$ cat src/common/adc_conv_pkg.sv
package adc_conv_pkg;

	// Timing of the internal conversion
	localparam int CLK_PERIOD_NS = 50;                  // Core clock period
	localparam int CONV_TIME_NS  = 3600;                // Full conversion time
	localparam int CONV_CYCLES   = (CONV_TIME_NS + CLK_PERIOD_NS - 1) / CLK_PERIOD_NS;
	localparam int CONV_CNT_W    = 7;                   // Holds CONV_CYCLES - 1

	// Word sizes on the serial link
	localparam int RESULT_BITS = 12;                    // Conversion result
	localparam int CFG_BITS    = 16;                    // Configuration word
	localparam int WORD_BITS   = RESULT_BITS + CFG_BITS; // Result plus readback
	localparam int BIT_CNT_W   = 5;                     // Counts up to WORD_BITS

	// Result buffer between converter core and output register
	localparam int FIFO_DEPTH = 32;

	// Configuration word values
	localparam logic [1:0]  LOAD_PATTERN = 2'h3;        // Qualifier that allows an update
	localparam logic [15:0] CFG_RESET    = 16'h0200;    // Continuous operation, no readback

	// Configuration word layout, MSB first
	typedef struct packed {
		logic [1:0] load;                               // Load qualifier bits
		logic [2:0] channel;                            // Input channel select
		logic [1:0] power_mode;                         // Power management
		logic       spare_hi;                           // Unused
		logic       readback;                           // Register readback enable
		logic [6:0] spare_lo;                           // Unused
	} cfg_t;

	// Output word: result followed by the settings that produced it
	typedef struct packed {
		logic [11:0] result;
		cfg_t        cfg;
	} out_word_t;

	// Device states
	typedef enum logic [1:0] {
		ST_IDLE = 2'b00,
		ST_ACQ  = 2'b01,
		ST_CONV = 2'b10
	} state_t;

endpackage

$ cat src/sample_fifo.sv
`timescale 1ns/1ns
module sample_fifo #(
	parameter int WIDTH = 12,
	parameter int DEPTH = adc_conv_pkg::FIFO_DEPTH
) (
	// Clock and reset
	input  wire logic             clk_i,
	input  wire logic             rst_n_i,
	// Filling side
	input  wire logic [WIDTH-1:0] in_data_i,
	input  wire logic             in_valid_i,
	output logic                  in_ready_o,
	// Draining side
	output logic [WIDTH-1:0]      out_data_o,
	output logic                  out_valid_o,
	input  wire logic             out_ready_i
);

	localparam int PTR_W = $clog2(DEPTH);
	localparam int CNT_W = $clog2(DEPTH + 1);

	logic [WIDTH-1:0] mem [DEPTH];                      // Storage
	logic [PTR_W-1:0] wr_ptr_q;                         // Next slot to write
	logic [PTR_W-1:0] rd_ptr_q;                         // Oldest word
	logic [CNT_W-1:0] count_q;                          // Words held
	logic             push;
	logic             pop;

	assign push        = in_valid_i && in_ready_o;
	assign pop         = out_valid_o && out_ready_i;
	assign out_valid_o = (count_q != '0);
	assign out_data_o  = mem[rd_ptr_q];

	// Storage write, no reset needed for data
	always_ff @(posedge clk_i)
	begin
		if (push)
			mem[wr_ptr_q] <= in_data_i;
	end

	// Pointers wrap at DEPTH
	always_ff @(posedge clk_i or negedge rst_n_i)
	begin
		if (!rst_n_i)
		begin
			wr_ptr_q <= '0;
			rd_ptr_q <= '0;
		end
		else
		begin
			if (push)
				wr_ptr_q <= (wr_ptr_q == PTR_W'(DEPTH - 1)) ? '0 : wr_ptr_q + 1'b1;
			if (pop)
				rd_ptr_q <= (rd_ptr_q == PTR_W'(DEPTH - 1)) ? '0 : rd_ptr_q + 1'b1;
		end
	end

	// Fill level and a registered ready, so back-pressure is glitch free
	always_ff @(posedge clk_i or negedge rst_n_i)
	begin
		if (!rst_n_i)
		begin
			count_q    <= '0;
			in_ready_o <= 1'b1;
		end
		else
		begin
			count_q    <= count_q + CNT_W'(push) - CNT_W'(pop);
			in_ready_o <= (count_q + CNT_W'(push) - CNT_W'(pop)) != CNT_W'(DEPTH);
		end
	end

endmodule // sample_fifo

$ cat src/adc_serial_conversion_interface.sv
`timescale 1ns/1ns
// Behaviour
// (RQ1) Idle fall starts acquisition, rise starts conversion
// (RQ2) Capture serial input on clock rise, control low
// (RQ3) Update serial output on serial clock falls
// (RQ4) Output floats whenever control line is high
// (RQ5) Host keeps serial clock low while control high
// (RQ6) Shift previous result; new settings apply later
// (RQ7) Host stops link activity after data window
// (RQ8) Host reads before conversion ends, else overwritten
// (RQ9) Read timing chosen only by signal timing
// (RQ10) Idle fall drives output high, waits clock
// (RQ11) Read-after: rise after transfer and acquisition time
// (RQ12) Read-after without flag: hold high conversion time
// (RQ13) Other modes: wait conversion time before falling
// (RQ14) Read-during: short pulse, then exchange during conversion
// (RQ15) Read-during: control low at end enables flag
// (RQ16) Spanning: pulse suspends output, fall restores it
// (RQ17) Spanning: control low at end enables flag
// (RQ18) Read-after flag: output high, then low at end
// (RQ19) Falling output after conversion marks completion
// (RQ20) Read-after flag: extra control pulse leaves idle
// (RQ21) Read-during flag: extra clock floats output first
// (RQ22) Spanning flag: extra clock floats, then idle
// (RQ23) Conversion may start after any clock count
// (RQ24) Results leave most significant bit first
// (RQ25) Settings load only with qualifier bits 11
// (RQ26) Readback adds settings word, 28 clocks total
// (RQ27) Reset gives idle with floating output
module adc_serial_conversion_interface (
	// Clock and reset
	input  wire logic        clk_i,
	input  wire logic        rst_n_i,
	// Serial link pins
	input  wire logic        conversion_control_i,
	input  wire logic        sclk_i,
	input  wire logic        sdi_i,
	output logic             sdo_o,
	output logic             sdo_oe_o,
	// Converter core side
	input  wire logic [11:0] sample_i,
	input  wire logic        sample_valid_i,
	output logic             sample_ready_o,
	output logic             conv_start_o,
	output logic [2:0]       channel_o,
	output logic [1:0]       power_mode_o
);

	////////////////////////////////////////////////////////////////////////////////
	// Declarations

	adc_conv_pkg::state_t                      state_q;       // Idle, acquisition, conversion
	logic [2:0]                                pin_meta_q;    // First sync stage
	logic [2:0]                                pin_sync_q;    // Second sync stage
	logic [2:0]                                pin_last_q;    // Delayed copy for edges
	logic                                      cnv_s;         // Synced control line
	logic                                      sdi_s;         // Synced serial input
	logic                                      cnv_fall;
	logic                                      cnv_rise;
	logic                                      sclk_rise;
	logic                                      sclk_fall;
	logic [adc_conv_pkg::CONV_CNT_W-1:0]       conv_cnt_q;    // Cycles left in conversion
	logic                                      conv_end;      // Timer expired
	logic                                      conv_done;     // Result taken from buffer
	logic                                      start_conv;
	logic [15:0]                               in_shift_q;    // Incoming settings
	logic [adc_conv_pkg::BIT_CNT_W-1:0]        in_cnt_q;      // Bits captured
	logic                                      capture;
	adc_conv_pkg::cfg_t                        in_word;       // Word on the 16th bit
	logic [adc_conv_pkg::BIT_CNT_W-1:0]        out_cnt_q;     // Bits presented
	logic                                      out_done;      // Whole word shifted
	logic                                      float_q;       // Floated by extra clock
	logic                                      sdo_q;
	logic                                      sdo_oe_q;
	adc_conv_pkg::cfg_t                        pending_cfg_q; // Last accepted settings
	adc_conv_pkg::cfg_t                        active_cfg_q;  // Settings for next start
	adc_conv_pkg::cfg_t                        used_cfg_q;    // Settings of this conversion
	adc_conv_pkg::out_word_t                   out_word_q;    // Word being read out
	logic [11:0]                               fifo_data;
	logic                                      fifo_valid;
	logic                                      fifo_ready;
	logic                                      conv_start_q;

	// Number of bits in the read-out word for a given setting
	function automatic logic [adc_conv_pkg::BIT_CNT_W-1:0] word_len(
		input adc_conv_pkg::cfg_t cfg
	);
		word_len = cfg.readback ? adc_conv_pkg::BIT_CNT_W'(adc_conv_pkg::WORD_BITS)
		                        : adc_conv_pkg::BIT_CNT_W'(adc_conv_pkg::RESULT_BITS);
	endfunction

	////////////////////////////////////////////////////////////////////////////////
	// Pin synchronisers; the first stage feeds only the second

	always_ff @(posedge clk_i or negedge rst_n_i)
	begin
		if (!rst_n_i)
		begin
			pin_meta_q <= 3'h1;
			pin_sync_q <= 3'h1;
			pin_last_q <= 3'h1;
		end
		else
		begin
			pin_meta_q <= {sclk_i, sdi_i, conversion_control_i};
			pin_sync_q <= pin_meta_q;
			pin_last_q <= pin_sync_q;
		end
	end

	assign cnv_s     = pin_sync_q[0];
	assign sdi_s     = pin_sync_q[1];
	assign cnv_fall  = pin_last_q[0] && !pin_sync_q[0];
	assign cnv_rise  = !pin_last_q[0] && pin_sync_q[0];
	assign sclk_rise = !pin_last_q[2] && pin_sync_q[2];
	assign sclk_fall = pin_last_q[2] && !pin_sync_q[2];

	////////////////////////////////////////////////////////////////////////////////
	// State sequence

	assign start_conv = (state_q == adc_conv_pkg::ST_ACQ) && cnv_rise;
	assign conv_end   = (state_q == adc_conv_pkg::ST_CONV) && (conv_cnt_q == '0);
	assign fifo_ready = conv_end;
	// A late core stalls completion instead of losing a result
	assign conv_done  = conv_end && fifo_valid;

	// Mode is never stored: only edges and the conversion end move the state (see RQ9)
	always_ff @(posedge clk_i or negedge rst_n_i)
	begin
		if (!rst_n_i)
			state_q <= adc_conv_pkg::ST_IDLE;               // see RQ27
		else
		begin
			case (state_q)
				adc_conv_pkg::ST_IDLE:
					if (cnv_fall)
						state_q <= adc_conv_pkg::ST_ACQ;        // see RQ1
				adc_conv_pkg::ST_ACQ:
					// Any number of clocks may precede the start
					if (cnv_rise)
						state_q <= adc_conv_pkg::ST_CONV;       // see RQ1 see RQ23
				adc_conv_pkg::ST_CONV:
					if (conv_done)
						state_q <= adc_conv_pkg::ST_IDLE;       // see RQ22
				default:
					state_q <= adc_conv_pkg::ST_IDLE;
			endcase
		end
	end

	// Conversion timer; later control pulses during conversion are ignored
	always_ff @(posedge clk_i or negedge rst_n_i)
	begin
		if (!rst_n_i)
			conv_cnt_q <= '0;
		else if (start_conv)
			conv_cnt_q <= adc_conv_pkg::CONV_CNT_W'(adc_conv_pkg::CONV_CYCLES - 1);
		else if ((state_q == adc_conv_pkg::ST_CONV) && (conv_cnt_q != '0))
			conv_cnt_q <= conv_cnt_q - 1'b1;
	end

	// One-cycle start strobe to the core
	always_ff @(posedge clk_i or negedge rst_n_i)
	begin
		if (!rst_n_i)
			conv_start_q <= 1'b0;
		else
			conv_start_q <= start_conv;
	end

	////////////////////////////////////////////////////////////////////////////////
	// Settings input

	// Host keeps the clock quiet while the line is high, so no capture then
	assign capture = !cnv_s && sclk_rise && (state_q != adc_conv_pkg::ST_IDLE)
	                 && (in_cnt_q < adc_conv_pkg::BIT_CNT_W'(adc_conv_pkg::CFG_BITS)); // see RQ5
	assign in_word = {in_shift_q[14:0], sdi_s};

	// Shift register and bit count; restarts with each acquisition
	always_ff @(posedge clk_i or negedge rst_n_i)
	begin
		if (!rst_n_i)
		begin
			in_shift_q <= '0;
			in_cnt_q   <= '0;
		end
		else if ((state_q == adc_conv_pkg::ST_IDLE) && cnv_fall)
			in_cnt_q <= '0;
		else if (capture)
		begin
			in_shift_q <= in_word;                          // see RQ2
			in_cnt_q   <= in_cnt_q + 1'b1;
		end
	end

	// Accept a full word only with the qualifier set
	always_ff @(posedge clk_i or negedge rst_n_i)
	begin
		if (!rst_n_i)
			pending_cfg_q <= adc_conv_pkg::CFG_RESET;
		else if (capture && (in_cnt_q == adc_conv_pkg::BIT_CNT_W'(adc_conv_pkg::CFG_BITS - 1))
		         && (in_word.load == adc_conv_pkg::LOAD_PATTERN))
			pending_cfg_q <= in_word;                       // see RQ25
	end

	// Settings pipeline: new words act only after a conversion has ended
	always_ff @(posedge clk_i or negedge rst_n_i)
	begin
		if (!rst_n_i)
		begin
			active_cfg_q <= adc_conv_pkg::CFG_RESET;
			used_cfg_q   <= adc_conv_pkg::CFG_RESET;
		end
		else
		begin
			if (start_conv)
				used_cfg_q <= active_cfg_q;                 // see RQ6
			if (conv_done)
				active_cfg_q <= pending_cfg_q;              // see RQ6
		end
	end

	// Result register; an unread word is lost here by design
	always_ff @(posedge clk_i or negedge rst_n_i)
	begin
		if (!rst_n_i)
			out_word_q <= {12'h000, adc_conv_pkg::CFG_RESET};
		else if (conv_done)
			out_word_q <= {fifo_data, used_cfg_q};          // see RQ6 see RQ8
	end

	////////////////////////////////////////////////////////////////////////////////
	// Result output

	assign out_done = (out_cnt_q >= word_len(out_word_q.cfg)); // see RQ26

	// Bits presented; held across a conversion pulse so spanning reads resume
	always_ff @(posedge clk_i or negedge rst_n_i)
	begin
		if (!rst_n_i)
			out_cnt_q <= '0;
		else if ((state_q == adc_conv_pkg::ST_IDLE) && cnv_fall)
			out_cnt_q <= '0;
		else if (!cnv_s && sclk_fall && (state_q != adc_conv_pkg::ST_IDLE) && !out_done)
			out_cnt_q <= out_cnt_q + 1'b1;                  // see RQ16
	end

	// Extra clock after the word during conversion floats the output until the flag
	always_ff @(posedge clk_i or negedge rst_n_i)
	begin
		if (!rst_n_i)
			float_q <= 1'b0;
		else if ((state_q == adc_conv_pkg::ST_IDLE) && cnv_fall)
			float_q <= 1'b0;
		else if ((state_q == adc_conv_pkg::ST_CONV) && !cnv_s && sclk_fall && out_done)
			float_q <= 1'b1;                                // see RQ21 see RQ22
	end

	// Output pin; data value is kept while floating so it can be restored
	always_ff @(posedge clk_i or negedge rst_n_i)
	begin
		if (!rst_n_i)
		begin
			sdo_q    <= 1'b1;
			sdo_oe_q <= 1'b0;                               // see RQ27
		end
		else if (cnv_s)
			sdo_oe_q <= 1'b0;                               // see RQ4
		else
		begin
			case (state_q)
				adc_conv_pkg::ST_IDLE:
					if (cnv_fall)
					begin
						sdo_q    <= 1'b1;                   // see RQ10
						sdo_oe_q <= 1'b1;
					end
				adc_conv_pkg::ST_ACQ:
					if (sclk_fall && !out_done)
						sdo_q <= out_word_q[5'(adc_conv_pkg::WORD_BITS - 1) - out_cnt_q]; // see RQ3 see RQ24
				adc_conv_pkg::ST_CONV:
					if (conv_done)
					begin
						// Line still low at the end: flag completion
						sdo_q    <= 1'b0;                   // see RQ15 see RQ17 see RQ19
						sdo_oe_q <= 1'b1;
					end
					else if (cnv_fall)
					begin
						if (out_done)
							sdo_q <= 1'b1;                  // see RQ18
						sdo_oe_q <= !float_q;               // see RQ14 see RQ16
					end
					else if (sclk_fall)
					begin
						if (!out_done)
							sdo_q <= out_word_q[5'(adc_conv_pkg::WORD_BITS - 1) - out_cnt_q]; // see RQ3
						else
							sdo_oe_q <= 1'b0;               // see RQ21
					end
				default:
					sdo_oe_q <= 1'b0;
			endcase
		end
	end

	assign sdo_o          = sdo_q;
	assign sdo_oe_o       = sdo_oe_q;
	assign conv_start_o   = conv_start_q;
	assign channel_o      = used_cfg_q.channel;
	assign power_mode_o   = used_cfg_q.power_mode;

	////////////////////////////////////////////////////////////////////////////////
	// Result buffer from the converter core

	sample_fifo #(
		.WIDTH (adc_conv_pkg::RESULT_BITS),
		.DEPTH (adc_conv_pkg::FIFO_DEPTH)
	) u_result_fifo (
		.clk_i       (clk_i),
		.rst_n_i     (rst_n_i),
		.in_data_i   (sample_i),
		.in_valid_i  (sample_valid_i),
		.in_ready_o  (sample_ready_o),
		.out_data_o  (fifo_data),
		.out_valid_o (fifo_valid),
		.out_ready_i (fifo_ready)
	);
endmodule // adc_serial_conversion_interface

$ cat config.mk
export PLATFORM = sky130hd
export DESIGN_NAME = adc_serial_conversion_interface
export DESIGN_NICKNAME = d
export VERILOG_FILES = /design/src/common/adc_conv_pkg.sv /design/src/sample_fifo.sv /design/src/adc_serial_conversion_interface.sv
export SDC_FILE = /design/constraint.sdc
export NUM_CORES = 1
export LEC_CHECK = 0
export BUFFER_PORTS_ARGS = -buffer_cell sky130_fd_sc_hd__buf_2
export CAP_MARGIN = 10
export CORE_UTILIZATION = 60
export DETAILED_ROUTE_END_ITERATION = 7
export PLACE_DENSITY = 0.76
export SETUP_SLACK_MARGIN = 0.2
export SYNTH_ARGS = -nofsm -noshare
export SYNTH_HDL_FRONTEND = slang
export SYNTH_SLANG_ARGS = --single-unit
$ cat constraint.sdc
create_clock -name clk_i -period 3.8 [get_ports clk_i]
set_input_delay 0.57 -clock clk_i [delete_from_list [all_inputs] [get_ports clk_i]]
set_output_delay 0.57 -clock clk_i [all_outputs]
set_load 0.05 [all_outputs]
==> flow_summary.toml <==
[floorplan]
fp-row-count = 67
die_w_um = 188
die_area_um2 = 35500
core_area_um2 = 33900
initial_core_util_pct = 61.5
chipHeight_um = 188
io_pins = 27

[clocking]
cts_buffers = 51
cts.sink_count = 523
cts_buffer_depth = 3
holdBufCountCts = 0
htree_levels = 2
clk_pin_slew_ps = 60
cts_setup_buffers = 0
ctsResizeCount = 0
cts_tree = "done"
cts-root-buf = "clkbuf_16"
worstSkewPairLatency_ps = 580

[finish]
diodes = 0
area_growth_pct = 11.6
instances_no_fill = 1720
nets = 1278
final_layout_size_suffix_gt1_share_pct = 24.0

[critical_path]
rrSetupSlack_ps = 890
slowest_delay_ps = 420
crit_cells = 17
worst-setup-path-type = "reg2reg"
arrival_ps = 3410
r2r_cells = 17
critPathCaptureType = "flip-flop"
crit_buf_inv = 5
crit_family = "simple AND/OR/NAND/NOR gates"
crit_fanout = 3
crit_path_cell_trace = "inv_1 > ha_1 > nor4b_1 > and3_1 > nand2_2 > clkinv_1 > ha_1 > inv_1 > ha_1 > inv_1 > fa_1 > inv_1 > a21oi_1 > nor2_1 > nor2_1 > xnor2_1 > nand4bb_1"
path_common_cell = "inv_1"
slowest_stage = "fa_1"
cp.required_ps = 4290
crit_path_start_kind = "flip-flop"
reg2reg_to = "u_result_fifo.in_ready_o"
r2r_start = "conv_cnt_q[0]"

[timing]
relSlewSlack_pct = 40.0
worst_pin_slew_ps = 900
rsz0062_at_grt = "false"
period_minus_slack_ps = 2910
fin_worst_skew_ps = 16.5
hold_ws_ps = 50.6
finalSetupTns_ps = 0
period_share_pct = 76.7
fmax_ghz = 0.343
final-setup-viol-count = 0
report.final.slew_viol_count = 0
hold_viol_final = 0

[flow_run]
drv_cap = 0

[status]
status = "complete, no violations"

[power]
ir_drop_uv = 391
power_leakage_nw = 8.46
power_density_nw_per_um2 = 610

[logic_synthesis]
postSynthAreaPerCell_um2 = 17.8
synth_top_cell_area_share_pct = 55.4
ys_types = 49
ys.warnings.count = 0
synth-edff-count = 384
synthTopCellsByCount = "384 x edfxtp_1, 184 x nand2_1, 130 x dfrtp_1"
synth_top_area_cell = "edfxtp_1"
synth.most_common_cell = "edfxtp_1"
synth_top_flop_cell = "edfxtp_1"
synthArstFlopShare_pct = 26.6
ys_seq_area_share_pct = 72.1
syn_inst = 1171
synth.cell_area_um2 = 20800
synth_fp_nets = 1216
ys_ff_latch = 523
synth_area_leaders = "edfxtp_1 55%, dfrtp_1 16%, mux4_2 14%, nand2_1 3.3%, ha_1 1.6%"

[route]
drc = 0
firstDrtPassIters = 5
initialDrtViolationCount = 936
wl_um = 39300
num_vias = 10300
vias_per_cell = 5.98
ant_nets = 0
post_drt_wl_per_cell_um = 22.9

[placement]
dpl.hpwl_um = 23900
dp.cells = 1628
io_buffers = 26
place_congestion = 0.781

[global_route]
gr-usage-all-layers_pct = 23.3
grt_max_degree = 97
grt_pass1_vias = 10600
grt_pass1_wl_um = 61200
grt_remaining_overflow = 0
antenna_found_initial = 0

[hold_path]
hold_class = "in2async"
-- how the worst max path moves through the flow --
stage                               endpoint  slack, ps          start
floorplan           u_result_fifo.in_ready_o        610  conv_cnt_q[0]
global placement    u_result_fifo.in_ready_o        970  conv_cnt_q[0]
detailed placement  u_result_fifo.in_ready_o        880  conv_cnt_q[0]
CTS                 u_result_fifo.in_ready_o        870  conv_cnt_q[0]
global route        u_result_fifo.in_ready_o        650  conv_cnt_q[0]
finish              u_result_fifo.in_ready_o        890  conv_cnt_q[0]
-- metal layers --
layer  track usage [%]  part of all wire, %  vias up
met1              33.9                   43     5298
li1                  -                    -     4579
met2              36.7                   49      344
met3              4.47                  6.3       58
met5                 0                    0        -
met4              6.54                  2.3        0
-- power breakdown --
part	switching, W	internal [W]
Sequential	0.000303	0.00659
Combinational	0.00128	0.00114
Clock	0.00202	0.00284
Total	0.00360	0.0106
-- kinds of logic after synthesis --
kind of cell    count (synthesis)  synth area share, %
xor+xnor                       17                0.715
simple gates                  290                 5.80
compound gates                 50                 1.39
mux                           176                 16.4
buf+inv                        88                 1.92
flops                         523                 72.1
fa+ha+maj                      27                 1.66
-- flip-flops by register name, indices dropped and copies added (netlist names), 3 cells and up --
name / flops
u_result_fifo.mem: 384
out_word_q: 28
active_cfg_q: 16
pending_cfg_q: 16
in_shift_q: 15
used_cfg_q: 11
conv_cnt_q: 7
u_result_fifo.count_q: 6
in_cnt_q: 5
out_cnt_q: 5
u_result_fifo.rd_ptr_q: 5
u_result_fifo.wr_ptr_q: 5
channel_o: 3
pin_meta_q: 3
pin_sync_q: 3
-- through the flow --
stage | setup slack (ps) | total power (W) | util, % | area, um^2
after floorplan | 607 | 0.00872 | - | 20800
after global placement | 973 | 0.00938 | 63.8 | 21600
after detailed placement | 884 | 0.00945 | 63.8 | 21600
after CTS | 870 | 0.0143 | 68.6 | 23200
after global routing | 651 | 0.0148 | 68.6 | 23200
final | 887 | 0.0142 | 68.6 | 23200
-- area by class of cell --
type	count	area, um^2
well taps	448	561
inverters	27	101
multi-input cells	560	5410
clock buffers	69	1440
repair buffers	70	517
clock inverters	23	185
flip-flops and latches	523	15000
fillers	2184	10600
-- layout by cell type, fill, tap and decap left out, types with 11 or more instances in the layout --
| cell | count |
|---|---|
| a21oi_1 | 11 |
| buf_2 | 25 |
| buf_4 | 40 |
| clkbuf_1 | 11 |
| clkbuf_16 | 53 |
| clkinv_1 | 11 |
| dfrtp_1 | 128 |
| edfxtp_1 | 384 |
| ha_1 | 26 |
| inv_1 | 25 |
| mux2_2 | 25 |
| mux2i_1 | 15 |
| mux4_2 | 125 |
| nand2_1 | 183 |
| nor2_1 | 63 |
| o21ai_0 | 13 |
| o21ai_1 | 13 |
Power figures use the tool's default switching activity.
